File: src/include/dbg_serial_pkg.sv
// Package with the register map, field layout and codes of the debug serial unit.
package dbg_serial_pkg;
   localparam logic [31:0] ADDR_STATUS    = 32'hFFFFF214;
   localparam logic [31:0] ADDR_RX_HOLD   = 32'hFFFFF218;
   localparam logic [31:0] ADDR_TX_HOLD   = 32'hFFFFF21C;
   localparam logic [31:0] ADDR_BAUD_DIV  = 32'hFFFFF220;
   localparam logic [31:0] ADDR_CHIP_ID   = 32'hFFFFF240;
   localparam logic [31:0] ADDR_CHIP_EXT  = 32'hFFFFF244;
   localparam logic [31:0] ADDR_FORCE_TAP = 32'hFFFFF248;

   localparam int ST_RX_READY   = 0;
   localparam int ST_TX_FREE    = 1;
   localparam int ST_TX_BUF_E   = 11;
   localparam int ST_RX_BUF_F   = 12;
   localparam int ST_DBG_WRITE  = 30;
   localparam int ST_DBG_READ   = 31;
   localparam int FORCE_TAP_BIT = 0;

   localparam logic [15:0] BAUD_DIV_RESET  = 16'h0000;
   localparam logic        FORCE_TAP_RESET = 1'h0;
   localparam logic [19:0] BAUD_OVERSAMPLE = 20'h00010;

   localparam logic [1:0] RESP_OKAY   = 2'h0;
   localparam logic [1:0] RESP_SLVERR = 2'h2;

   // Memory size codes shared by both nonvolatile size fields.
   localparam logic [3:0] NVM_NONE  = 4'h0;
   localparam logic [3:0] NVM_8K    = 4'h1;
   localparam logic [3:0] NVM_16K   = 4'h2;
   localparam logic [3:0] NVM_32K   = 4'h3;
   localparam logic [3:0] NVM_64K   = 4'h5;
   localparam logic [3:0] NVM_128K  = 4'h7;
   localparam logic [3:0] NVM_256K  = 4'h9;
   localparam logic [3:0] NVM_512K  = 4'hA;
   localparam logic [3:0] NVM_1024K = 4'hC;
   localparam logic [3:0] NVM_2048K = 4'hE;

   localparam logic [2:0] NVM_TYPE_ROM       = 3'h0;
   localparam logic [2:0] NVM_TYPE_ROMLESS   = 3'h1;
   localparam logic [2:0] NVM_TYPE_FLASH     = 3'h2;
   localparam logic [2:0] NVM_TYPE_ROM_FLASH = 3'h3;
   localparam logic [2:0] NVM_TYPE_SRAM_ROM  = 3'h4;

   typedef struct packed {
      logic       ext_present;  // Bit 31.
      logic [2:0] nvm_type;     // Bits 30:28.
      logic [7:0] family;       // Bits 27:20.
      logic [3:0] sram_size;    // Bits 19:16.
      logic [3:0] nvm2_size;    // Bits 15:12.
      logic [3:0] nvm1_size;    // Bits 11:8.
      logic [2:0] core_type;    // Bits 7:5.
      logic [4:0] version;      // Bits 4:0.
   } chip_id_t;
endpackage

File: src/rtl/debug_serial_unit_regs.sv
// Register back end of the debug serial unit with an AXI4-Lite slave.
`timescale 1ns/100ps
`default_nettype none

// Notes on behaviour
// - Status tx empty flag mirrors tx DMA empty.
// - Status rx full flag mirrors rx DMA full.
// - Status debug write flag mirrors core output.
// - Status debug read flag mirrors core output.
// - Receive holding shows last character, bits 7:0.
// - Transmit holding write queues one character.
// - Divisor 0 stops, 1 direct, else 16x.
// - Id bit 31 flags an extension register.
// - Extension reads zero when no extension.
// - Force bit holds tap reset low.
// - First memory size field uses size codes.
// - Second size field, bits 15:12, same codes.
// - Sram size field in bits 19:16.
// - Memory type field in bits 30:28.
// - Bits 4:0 report silicon version.
// - Bits 27:20 hold family code.
// - Bits 7:5 hold core type code.
// - Rx ready set on character, cleared by read.
// - Tx free low while character waits.
module debug_serial_unit_regs #(
   parameter logic [4:0]  VERSION    = 5'h01, // Arbitrary value.
   parameter logic [2:0]  CORE_TYPE  = 3'h6,  // Arbitrary value.
   parameter logic [7:0]  FAMILY     = 8'hA5, // Arbitrary value.
   parameter logic [3:0]  SRAM_SIZE  = 4'h1,
   parameter logic [3:0]  NVM1_SIZE  = 4'h0,
   parameter logic [3:0]  NVM2_SIZE  = 4'h0,
   parameter logic [2:0]  NVM_TYPE   = 3'h0,
   parameter logic        EXT_PRESENT = 1'h0,
   parameter logic [31:0] EXT_VALUE  = 32'h0000_0000 // Arbitrary value.
) (
   input  wire logic        aclk,                // 250 MHz clock.
   input  wire logic        aresetn,             // Synchronous reset.
   input  wire logic [31:0] s_axi_awaddr,        // Write address.
   input  wire logic        s_axi_awvalid,       // Write address valid.
   output logic             s_axi_awready,       // Write address ready.
   input  wire logic [31:0] s_axi_wdata,         // Write data.
   input  wire logic [3:0]  s_axi_wstrb,         // Write strobes.
   input  wire logic        s_axi_wvalid,        // Write data valid.
   output logic             s_axi_wready,        // Write data ready.
   output logic [1:0]       s_axi_bresp,         // Write response.
   output logic             s_axi_bvalid,        // Write response valid.
   input  wire logic        s_axi_bready,        // Write response ready.
   input  wire logic [31:0] s_axi_araddr,        // Read address.
   input  wire logic        s_axi_arvalid,       // Read address valid.
   output logic             s_axi_arready,       // Read address ready.
   output logic [31:0]      s_axi_rdata,         // Read data.
   output logic [1:0]       s_axi_rresp,         // Read response.
   output logic             s_axi_rvalid,        // Read data valid.
   input  wire logic        s_axi_rready,        // Read data ready.
   input  wire logic        tx_dma_buffer_empty, // Tx DMA buffer empty.
   input  wire logic        rx_dma_buffer_full,  // Rx DMA buffer full.
   input  wire logic        debug_channel_write_pending, // Core write.
   input  wire logic        debug_channel_read_pending,  // Core read.
   input  wire logic        rx_enabled,          // Receiver enabled.
   input  wire logic        rx_char_valid,       // Receiver char pulse.
   input  wire logic [7:0]  rx_char_data,        // Receiver character.
   input  wire logic        tx_enabled,          // Transmitter enabled.
   input  wire logic        tx_char_taken,       // Shifter took char.
   output logic             tx_char_pending,     // Character waiting.
   output logic [7:0]       character_to_send,   // Waiting character.
   output logic             baud_tick,           // Baud enable pulse.
   input  wire logic        power_on_reset_n,    // Power-on reset pin.
   output logic             tap_reset_n          // Tap reset to core.
);
   localparam dbg_serial_pkg::chip_id_t CHIP_ID = '{
      ext_present: EXT_PRESENT,
      nvm_type:    NVM_TYPE,
      family:      FAMILY,
      sram_size:   SRAM_SIZE,
      nvm2_size:   NVM2_SIZE,
      nvm1_size:   NVM1_SIZE,
      core_type:   CORE_TYPE,
      version:     VERSION
   };

   logic        aw_have_q;
   logic [31:0] aw_addr_q;
   logic        w_have_q;
   logic [31:0] w_data_q;
   logic [3:0]  w_strb_q;
   logic        bvalid_q;
   logic [1:0]  bresp_q;
   logic        rvalid_q;
   logic [31:0] rdata_q;
   logic [1:0]  rresp_q;
   logic [15:0] baud_div_q;
   logic        force_tap_q;
   logic [7:0]  rx_data_q;
   logic        rx_ready_q;
   logic        tx_pending_q;
   logic [7:0]  tx_data_q;
   logic [19:0] baud_cnt_q;
   logic        baud_tick_q;
   logic        por_meta_q;
   logic        por_sync_q;
   logic        tap_reset_n_q;

   logic        aw_take;
   logic        w_take;
   logic        do_write;
   logic [31:0] wr_addr;
   logic [31:0] wr_data;
   logic [3:0]  wr_strb;
   logic        wr_mapped;
   logic        ar_take;
   logic        rd_rx_hold;
   logic        wr_tx_hold;
   logic [31:0] status_word;
   logic [31:0] rd_word;
   logic        rd_mapped;
   logic [19:0] baud_period;

   assign s_axi_awready = !aw_have_q && !bvalid_q;
   assign s_axi_wready  = !w_have_q && !bvalid_q;
   assign s_axi_bvalid  = bvalid_q;
   assign s_axi_bresp   = bresp_q;
   assign s_axi_arready = !rvalid_q;
   assign s_axi_rvalid  = rvalid_q;
   assign s_axi_rdata   = rdata_q;
   assign s_axi_rresp   = rresp_q;

   assign aw_take  = s_axi_awvalid && s_axi_awready;
   assign w_take   = s_axi_wvalid && s_axi_wready;
   assign do_write = (aw_have_q || aw_take) && (w_have_q || w_take);
   assign wr_addr  = aw_have_q ? aw_addr_q : s_axi_awaddr;
   assign wr_data  = w_have_q ? w_data_q : s_axi_wdata;
   assign wr_strb  = w_have_q ? w_strb_q : s_axi_wstrb;
   assign ar_take  = s_axi_arvalid && s_axi_arready;
   assign rd_rx_hold = ar_take && s_axi_araddr == dbg_serial_pkg::ADDR_RX_HOLD;
   assign wr_tx_hold = do_write && wr_strb[0]
                       && wr_addr == dbg_serial_pkg::ADDR_TX_HOLD;

   always_comb begin
      case (wr_addr)
         dbg_serial_pkg::ADDR_STATUS,
         dbg_serial_pkg::ADDR_RX_HOLD,
         dbg_serial_pkg::ADDR_TX_HOLD,
         dbg_serial_pkg::ADDR_BAUD_DIV,
         dbg_serial_pkg::ADDR_CHIP_ID,
         dbg_serial_pkg::ADDR_CHIP_EXT,
         dbg_serial_pkg::ADDR_FORCE_TAP: wr_mapped = 1'b1;
         default: wr_mapped = 1'b0;
      endcase
   end

   // Write channel: address and data are held until both are present.
   always_ff @(posedge aclk) begin
      if (!aresetn) begin
         aw_have_q <= 1'b0;
         aw_addr_q <= 32'h0000_0000;
         w_have_q  <= 1'b0;
         w_data_q  <= 32'h0000_0000;
         w_strb_q  <= 4'h0;
         bvalid_q  <= 1'b0;
         bresp_q   <= dbg_serial_pkg::RESP_OKAY;
      end else begin
         if (do_write) begin
            aw_have_q <= 1'b0;
            w_have_q  <= 1'b0;
            bvalid_q  <= 1'b1;
            bresp_q   <= wr_mapped ? dbg_serial_pkg::RESP_OKAY
                                   : dbg_serial_pkg::RESP_SLVERR;
         end else begin
            if (aw_take) begin
               aw_have_q <= 1'b1;
               aw_addr_q <= s_axi_awaddr;
            end
            if (w_take) begin
               w_have_q <= 1'b1;
               w_data_q <= s_axi_wdata;
               w_strb_q <= s_axi_wstrb;
            end
            if (bvalid_q && s_axi_bready) begin
               bvalid_q <= 1'b0;
            end
         end
      end
   end

   // Writable registers; writes to read-only words change nothing.
   always_ff @(posedge aclk) begin
      if (!aresetn) begin
         baud_div_q  <= dbg_serial_pkg::BAUD_DIV_RESET;
         force_tap_q <= dbg_serial_pkg::FORCE_TAP_RESET;
      end else if (do_write) begin
         if (wr_addr == dbg_serial_pkg::ADDR_BAUD_DIV) begin
            if (wr_strb[0]) begin
               baud_div_q[7:0] <= wr_data[7:0];
            end
            if (wr_strb[1]) begin
               baud_div_q[15:8] <= wr_data[15:8];
            end
         end
         if (wr_addr == dbg_serial_pkg::ADDR_FORCE_TAP && wr_strb[0]) begin
            force_tap_q <= wr_data[dbg_serial_pkg::FORCE_TAP_BIT];
         end
      end
   end

   // Receive holding and its ready flag; a new character beats the read.
   always_ff @(posedge aclk) begin
      if (!aresetn) begin
         rx_data_q  <= 8'h00;
         rx_ready_q <= 1'b0;
      end else begin
         if (rx_char_valid) begin
            rx_data_q <= rx_char_data;
         end
         if (!rx_enabled) begin
            rx_ready_q <= 1'b0;
         end else if (rx_char_valid) begin
            rx_ready_q <= 1'b1;
         end else if (rd_rx_hold) begin
            rx_ready_q <= 1'b0;
         end
      end
   end

   // Transmit holding; a new write beats the shifter taking the old one.
   always_ff @(posedge aclk) begin
      if (!aresetn) begin
         tx_data_q    <= 8'h00;
         tx_pending_q <= 1'b0;
      end else if (wr_tx_hold) begin
         tx_data_q    <= wr_data[7:0];
         tx_pending_q <= 1'b1;
      end else if (tx_char_taken && tx_pending_q) begin
         tx_pending_q <= 1'b0;
      end
   end

   assign tx_char_pending   = tx_pending_q;
   assign character_to_send = tx_data_q;

   // Baud enable: every cycle for 1, every 16 x divisor cycles above.
   assign baud_period = {baud_div_q, 4'h0};

   always_ff @(posedge aclk) begin
      if (!aresetn) begin
         baud_cnt_q  <= 20'h00000;
         baud_tick_q <= 1'b0;
      end else if (baud_div_q == 16'h0000) begin
         baud_cnt_q  <= 20'h00000;
         baud_tick_q <= 1'b0;
      end else if (baud_div_q == 16'h0001) begin
         baud_cnt_q  <= 20'h00000;
         baud_tick_q <= 1'b1;
      end else if (baud_cnt_q >= baud_period - 20'h00001) begin
         baud_cnt_q  <= 20'h00000;
         baud_tick_q <= 1'b1;
      end else begin
         baud_cnt_q  <= baud_cnt_q + 20'h00001;
         baud_tick_q <= 1'b0;
      end
   end

   assign baud_tick = baud_tick_q;

   // Tap reset follows the synchronised power-on reset unless forced.
   always_ff @(posedge aclk) begin
      if (!aresetn) begin
         por_meta_q    <= 1'b0;
         por_sync_q    <= 1'b0;
         tap_reset_n_q <= 1'b0;
      end else begin
         por_meta_q    <= power_on_reset_n;
         por_sync_q    <= por_meta_q;
         tap_reset_n_q <= force_tap_q ? 1'b0 : por_sync_q;
      end
   end

   assign tap_reset_n = tap_reset_n_q;

   always_comb begin
      status_word = 32'h0000_0000;
      status_word[dbg_serial_pkg::ST_RX_READY]  = rx_ready_q;
      status_word[dbg_serial_pkg::ST_TX_FREE]   =
         !tx_pending_q && tx_enabled;
      status_word[dbg_serial_pkg::ST_TX_BUF_E]  = tx_dma_buffer_empty;
      status_word[dbg_serial_pkg::ST_RX_BUF_F]  = rx_dma_buffer_full;
      status_word[dbg_serial_pkg::ST_DBG_WRITE] =
         debug_channel_write_pending;
      status_word[dbg_serial_pkg::ST_DBG_READ]  =
         debug_channel_read_pending;
   end

   // Read decode; the write-only transmit word reads as zero.
   always_comb begin
      rd_word   = 32'h0000_0000;
      rd_mapped = 1'b1;
      case (s_axi_araddr)
         dbg_serial_pkg::ADDR_STATUS:    rd_word = status_word;
         dbg_serial_pkg::ADDR_RX_HOLD:   rd_word = {24'h000000, rx_data_q};
         dbg_serial_pkg::ADDR_TX_HOLD:   rd_word = 32'h0000_0000;
         dbg_serial_pkg::ADDR_BAUD_DIV:  rd_word = {16'h0000, baud_div_q};
         // Bits 31..0 are packed by the struct layout.
         dbg_serial_pkg::ADDR_CHIP_ID:   rd_word = CHIP_ID;
         dbg_serial_pkg::ADDR_CHIP_EXT:
            rd_word = CHIP_ID.ext_present ? EXT_VALUE : 32'h0000_0000;
         dbg_serial_pkg::ADDR_FORCE_TAP: rd_word = {31'h0000_0000, force_tap_q};
         default:                        rd_mapped = 1'b0;
      endcase
   end

   always_ff @(posedge aclk) begin
      if (!aresetn) begin
         rvalid_q <= 1'b0;
         rdata_q  <= 32'h0000_0000;
         rresp_q  <= dbg_serial_pkg::RESP_OKAY;
      end else if (ar_take) begin
         rvalid_q <= 1'b1;
         rdata_q  <= rd_word;
         rresp_q  <= rd_mapped ? dbg_serial_pkg::RESP_OKAY
                               : dbg_serial_pkg::RESP_SLVERR;
      end else if (rvalid_q && s_axi_rready) begin
         rvalid_q <= 1'b0;
      end
   end

   property p_tx_buf_empty;
      @(posedge aclk) disable iff (!aresetn)
      (ar_take && s_axi_araddr == dbg_serial_pkg::ADDR_STATUS) |=>
         rdata_q[dbg_serial_pkg::ST_TX_BUF_E] == $past(tx_dma_buffer_empty);
   endproperty
   a_tx_buf_empty: assert property (p_tx_buf_empty)
      else $error("Status tx empty flag does not mirror DMA.");

   property p_rx_buf_full;
      @(posedge aclk) disable iff (!aresetn)
      (ar_take && s_axi_araddr == dbg_serial_pkg::ADDR_STATUS) |=>
         rdata_q[dbg_serial_pkg::ST_RX_BUF_F] == $past(rx_dma_buffer_full);
   endproperty
   a_rx_buf_full: assert property (p_rx_buf_full)
      else $error("Status rx full flag does not mirror DMA.");

   property p_dbg_flags;
      @(posedge aclk) disable iff (!aresetn)
      (ar_take && s_axi_araddr == dbg_serial_pkg::ADDR_STATUS) |=>
         rdata_q[31:30] == $past({debug_channel_read_pending,
                                  debug_channel_write_pending});
   endproperty
   a_dbg_flags: assert property (p_dbg_flags)
      else $error("Debug channel flags do not mirror the core.");

   property p_rx_char;
      @(posedge aclk) disable iff (!aresetn)
      (rx_char_valid ##1 (rd_rx_hold && !rx_char_valid)) |=>
         rdata_q == {24'h000000, $past(rx_char_data, 2)};
   endproperty
   a_rx_char: assert property (p_rx_char)
      else $error("Receive holding does not show last character.");

   property p_baud_direct;
      @(posedge aclk) disable iff (!aresetn)
      (baud_div_q == 16'h0001)[*2] |-> baud_tick;
   endproperty
   a_baud_direct: assert property (p_baud_direct)
      else $error("Divisor one does not tick every cycle.");

   property p_baud_stop;
      @(posedge aclk) disable iff (!aresetn)
      (baud_div_q == 16'h0000)[*2] |-> !baud_tick;
   endproperty
   a_baud_stop: assert property (p_baud_stop)
      else $error("Divisor zero still ticks.");

   property p_ext_zero;
      @(posedge aclk) disable iff (!aresetn)
      (ar_take && s_axi_araddr == dbg_serial_pkg::ADDR_CHIP_EXT
       && !EXT_PRESENT) |=> rdata_q == 32'h0000_0000;
   endproperty
   a_ext_zero: assert property (p_ext_zero)
      else $error("Extension reads nonzero without extension.");

   property p_force_tap;
      @(posedge aclk) disable iff (!aresetn)
      force_tap_q |=> !tap_reset_n;
   endproperty
   a_force_tap: assert property (p_force_tap)
      else $error("Tap reset not held low while forced.");

   property p_rx_clear;
      @(posedge aclk) disable iff (!aresetn)
      (rd_rx_hold && !rx_char_valid) |=> !rx_ready_q;
   endproperty
   a_rx_clear: assert property (p_rx_clear)
      else $error("Rx ready not cleared by holding read.");

   property p_tx_busy;
      @(posedge aclk) disable iff (!aresetn)
      wr_tx_hold |=> !status_word[dbg_serial_pkg::ST_TX_FREE];
   endproperty
   a_tx_busy: assert property (p_tx_busy)
      else $error("Tx free flag set with character waiting.");

   property p_baud_upper;
      @(posedge aclk) disable iff (!aresetn)
      (ar_take && s_axi_araddr == dbg_serial_pkg::ADDR_BAUD_DIV) |=>
         rdata_q[31:16] == 16'h0000;
   endproperty
   a_baud_upper: assert property (p_baud_upper)
      else $error("Unused divisor bits read nonzero.");
endmodule

`default_nettype wire

File: config.mk
export PLATFORM = sky130hd
export DESIGN_NAME = debug_serial_unit_regs
export DESIGN_NICKNAME = d
export VERILOG_FILES = /design/src/include/dbg_serial_pkg.sv /design/src/rtl/debug_serial_unit_regs.sv
export SDC_FILE = /design/constraint.sdc
export NUM_CORES = 1
export LEC_CHECK = 0
export ABC_AREA = 1
export ABC_CLOCK_PERIOD_IN_PS = 3700
export BUFFER_PORTS_ARGS = -buffer_cell sky130_fd_sc_hd__buf_4
export CORE_MARGIN = 3
export CORE_UTILIZATION = 55
export CTS_BUF_LIST = sky130_fd_sc_hd__clkbuf_2
export CTS_CLUSTER_DIAMETER = 40
export DETAILED_ROUTE_END_ITERATION = 10
export PLACE_DENSITY = 0.82
export SKIP_LAST_GASP = 1
export SYNTH_ARGS = -nofsm -noshare
export SYNTH_HDL_FRONTEND = slang
export SYNTH_SLANG_ARGS = --single-unit
File: constraint.sdc
create_clock -name aclk -period 3.7 [get_ports aclk]
set_clock_uncertainty 0.1 [all_clocks]
set_input_delay 0.37 -clock aclk [delete_from_list [all_inputs] [get_ports aclk]]
set_output_delay 0.37 -clock aclk [all_outputs]
set_load 0.01 [all_outputs]
==> results.sh <==
export IMPL_status="completed"
export IMPL_firstDrtPassIters=5
export IMPL_p_per_area_nw_per_um2=337
export IMPL_timing_hold_ws_ns=0.0594
export IMPL_cts_setup_buffers=0
export IMPL_synth_top_family_by_area="simple AND/OR/NAND/NOR gates"
export IMPL_yosys_area_share_adder=0.0342
export IMPL_stdcell_area_um2=9580
export IMPL_critPathMaxStageDelay_ns=0.38
export IMPL_yosysSeqAreaShare=0.367
export IMPL_drv_cap=0
export IMPL_end_kind="flop"
export IMPL_synth_area_um2=7310
export IMPL_rsz0062_at_grt="false"
export IMPL_synth_area_leader_cell="dfxtp_1"
export IMPL_port_buffers=146
export IMPL_yosys_warnings=0
export IMPL_grt_overflow=0
export IMPL_min_path_type="primary input to flop"
export IMPL_cp_max_fo=14
export IMPL_start_util=0.570
export IMPL_viasPerCell=5.19
export IMPL_synth_seq_cells=134
export IMPL_path_clk_slew_ns=0.20
export IMPL_crit_slowest_cell="dfxtp_1"
export IMPL_fmax_ghz=0.311
export IMPL_n_fill_cell=994
export IMPL_synth_avg_cell_area_um2=6.61
export IMPL_max_vdd_ir_drop_mv=0.291
export IMPL_netlist_top_cells_area="dfxtp_1, nand2_1, nor2_1"
export IMPL_drive_above_1_share=0.149
export IMPL_cts_hold_buffers=96
export IMPL_clkLatencyLatePin_ns=0.72
export IMPL_worst_pin_slew_ns=1.04
export IMPL_ys_flop_type="dfxtp_1"
export IMPL_internal_power_w=0.00222
export IMPL_final_max_slew_viol_count=0
export IMPL_cts_root_buf="clkbuf_2"
export IMPL_antenna_cells=0
export IMPL_clk_path_buf_depth=2
export IMPL_hold_depth=6
export IMPL_clock_sinks=134
export IMPL_cts_tree="done"
export IMPL_wirelength_um=20400
export IMPL_synth_top_cell_area_share=0.367
export IMPL_dp_hpwl_um=13400
export IMPL_die_w_um=121
export IMPL_postSynthCellCount=1105
export IMPL_grt_max_degree=62
export IMPL_grt_pass1_wl_um=33800
export IMPL_synth_xor_area_frac=0.0359
export IMPL_numCtsBuffers=17
export IMPL_io_pins=176
export IMPL_fin_crit_ns=3.21
export IMPL_grt_usage=0.282
export IMPL_first_global_vias=7424
export IMPL_synthSimpleGateAreaFrac=0.333
export IMPL_synth_distinct_cells=34
export IMPL_worstPathArrival_ns=3.74
export IMPL_swShare=0.312
export IMPL_drc=0
export IMPL_setup_violations=0
export IMPL_r2r_cells=15
export IMPL_drt_iter0_markers=549
export IMPL_post_route_util=0.747
export IMPL_critPathLaunchType="flop"
export IMPL_antenna_found_initial=0
export IMPL_core_area_um2=12800
export IMPL_relSlewSlack=0.307
export IMPL_combPwrFrac=0.207
export IMPL_synth_edf_count=0
export IMPL_critPathKind="flop to flop"
export IMPL_fin_ws_ns=0.487
export IMPL_p_clk_frac=0.287
export IMPL_ant_nets=0
export IMPL_tns_ns=0
export IMPL_seqPwrFrac=0.506
export IMPL_layout_nets=1469
export IMPL_cp_data_required_time_ns=4.23
export IMPL_muxShareOfSynthArea=0
export IMPL_p_switching_w=0.00101
export IMPL_ys_async_sr_fraction=0
export IMPL_die_area_um2=14700
export IMPL_area_growth_pct=31.1
export IMPL_dpl_cell_area_um2=8380
export IMPL_pre_cts_slack_ns=0.576
export IMPL_gp_congestion=0.894
export IMPL_finalCritPeriodShare=0.868
export IMPL_p_leak_nw=4.55
export IMPL_synth_compound_area_frac=0.124
export IMPL_rows=41
export IMPL_htree_levels=4
export IMPL_crit_chain="inv_1 > nand2_1 > nor3_1 > nand2_1 > nor2_1 > nand3_1 > xor2_1 > inv_1 > ha_1 > a21oi_1 > o21ai_0 > a21oi_1 > nand4_1 > buf_4 > nor3_1"
export IMPL_hold_violations=0
export IMPL_fp_dieH_um=121
export IMPL_via_count=7832
export IMPL_cts_resized=0
export IMPL_post_drt_wl_per_cell_um=13.5
[flip-flops by register name, indices dropped and copies added (netlist names)]
name / cells
aw_addr_q: 32
baud_cnt_q: 20
s_axi_rdata: 19
baud_div_q: 16
w_data_q: 16
character_to_send: 8
rx_data_q: 8
w_strb_q: 2
aw_have_q: 1
baud_tick: 1
force_tap_q: 1
por_meta_q: 1
por_sync_q: 1
rx_ready_q: 1
s_axi_bresp: 1
s_axi_bvalid: 1
s_axi_rresp: 1
s_axi_rvalid: 1
tap_reset_n: 1
tx_char_pending: 1
w_have_q: 1
[per-layer routing]
layer	global-route usage	up-vias	part of all wire
met1	0.346	3523	0.43
met2	0.490	305	0.49
met5	0	-	0
li1	-	3963	-
met3	0.0634	41	0.065
met4	0.0896	0	0.020
[logic make-up after synthesis]
family / count (synthesis)
simple gates: 566
buf+inv: 176
other cells: 1
flops: 134
xor+xnor: 30
compound gates: 178
fa+ha+maj: 20
[Yosys cell counts, drive strengths merged (7+ instances only)]
master,number
dfxtp,134
nand4,32
nor3,30
a21oi,79
clkbuf,27
nand3b,7
nand2,255
buf,29
xor2,23
o21ai,95
inv,118
nand3,57
xnor2,7
ha,20
nor2,182
[path summary, 6_finish.rpt]
kind,start,to,slack (ns)
worst max-delay path,baud_div_q[0],baud_cnt_q[4],0.49
worst min-delay path,s_axi_araddr[2],s_axi_rresp[1],0.06
worst max register to register,baud_div_q[0],baud_cnt_q[4],0.49
worst min register to register,por_sync_q,tap_reset_n,0.34
[critical path, delay by kind of cell, from the launching register on]
family	cells	cell delay [ns]
xor gates and xnor gates	1	0.16
AOI/OAI and AO/OA	3	0.37
DFF	1	0.38
buffers and inverters	3	0.50
and+or+nand+nor	7	1.35
adders and majority gates	1	0.29
[power groups by stage]
stage                     registers [W]  clock network, W  logic, W
final                           0.00164          0.000927  0.000669
after global routing            0.00165          0.000997  0.000747
after CTS                       0.00163          0.000939  0.000649
after detailed placement        0.00166                 0  0.000552
after global placement          0.00166                 0  0.000542
after floorplan                 0.00164                 0  0.000385
[cell usage in the layout (no fill, tap or decap), types with 4 or more instances in the layout]
master	netlist	layout
dfxtp_1	134	134
ha_1	20	20
dlygate4sd3_1	0	96
xor2_1	23	23
clkinv_2	0	4
inv_1	117	117
nand2_1	252	252
xnor2_1	7	7
clkinv_1	2	5
clkbuf_2	0	17
nand3b_1	7	7
nor2_1	174	173
conb_1	1	11
a21oi_1	78	78
o21ai_0	92	92
nor3_1	30	30
nand4_1	31	31
nand3_1	55	55
nor2_2	5	6
buf_4	16	151
[area by class of cell]
type                       instances  area (um^2)  share of cell area
multi-input combinational        805         3890               0.406
sequential                       134         2680               0.280
timing repair buffer             247         2090               0.219
inverter                         120          453              0.0473
tap                              172          215              0.0225
clock inverter                    15          161              0.0168
clock buffer                      17         85.1             0.00888
[metrics by stage]
step                      std cells  power [W]
after floorplan                1115    0.00203
after global placement         1382    0.00220
after detailed placement       1382    0.00221
after CTS                      1510    0.00322
after global routing           1510    0.00340
final                          1510    0.00323
Power figures use the tool's default switching activity.
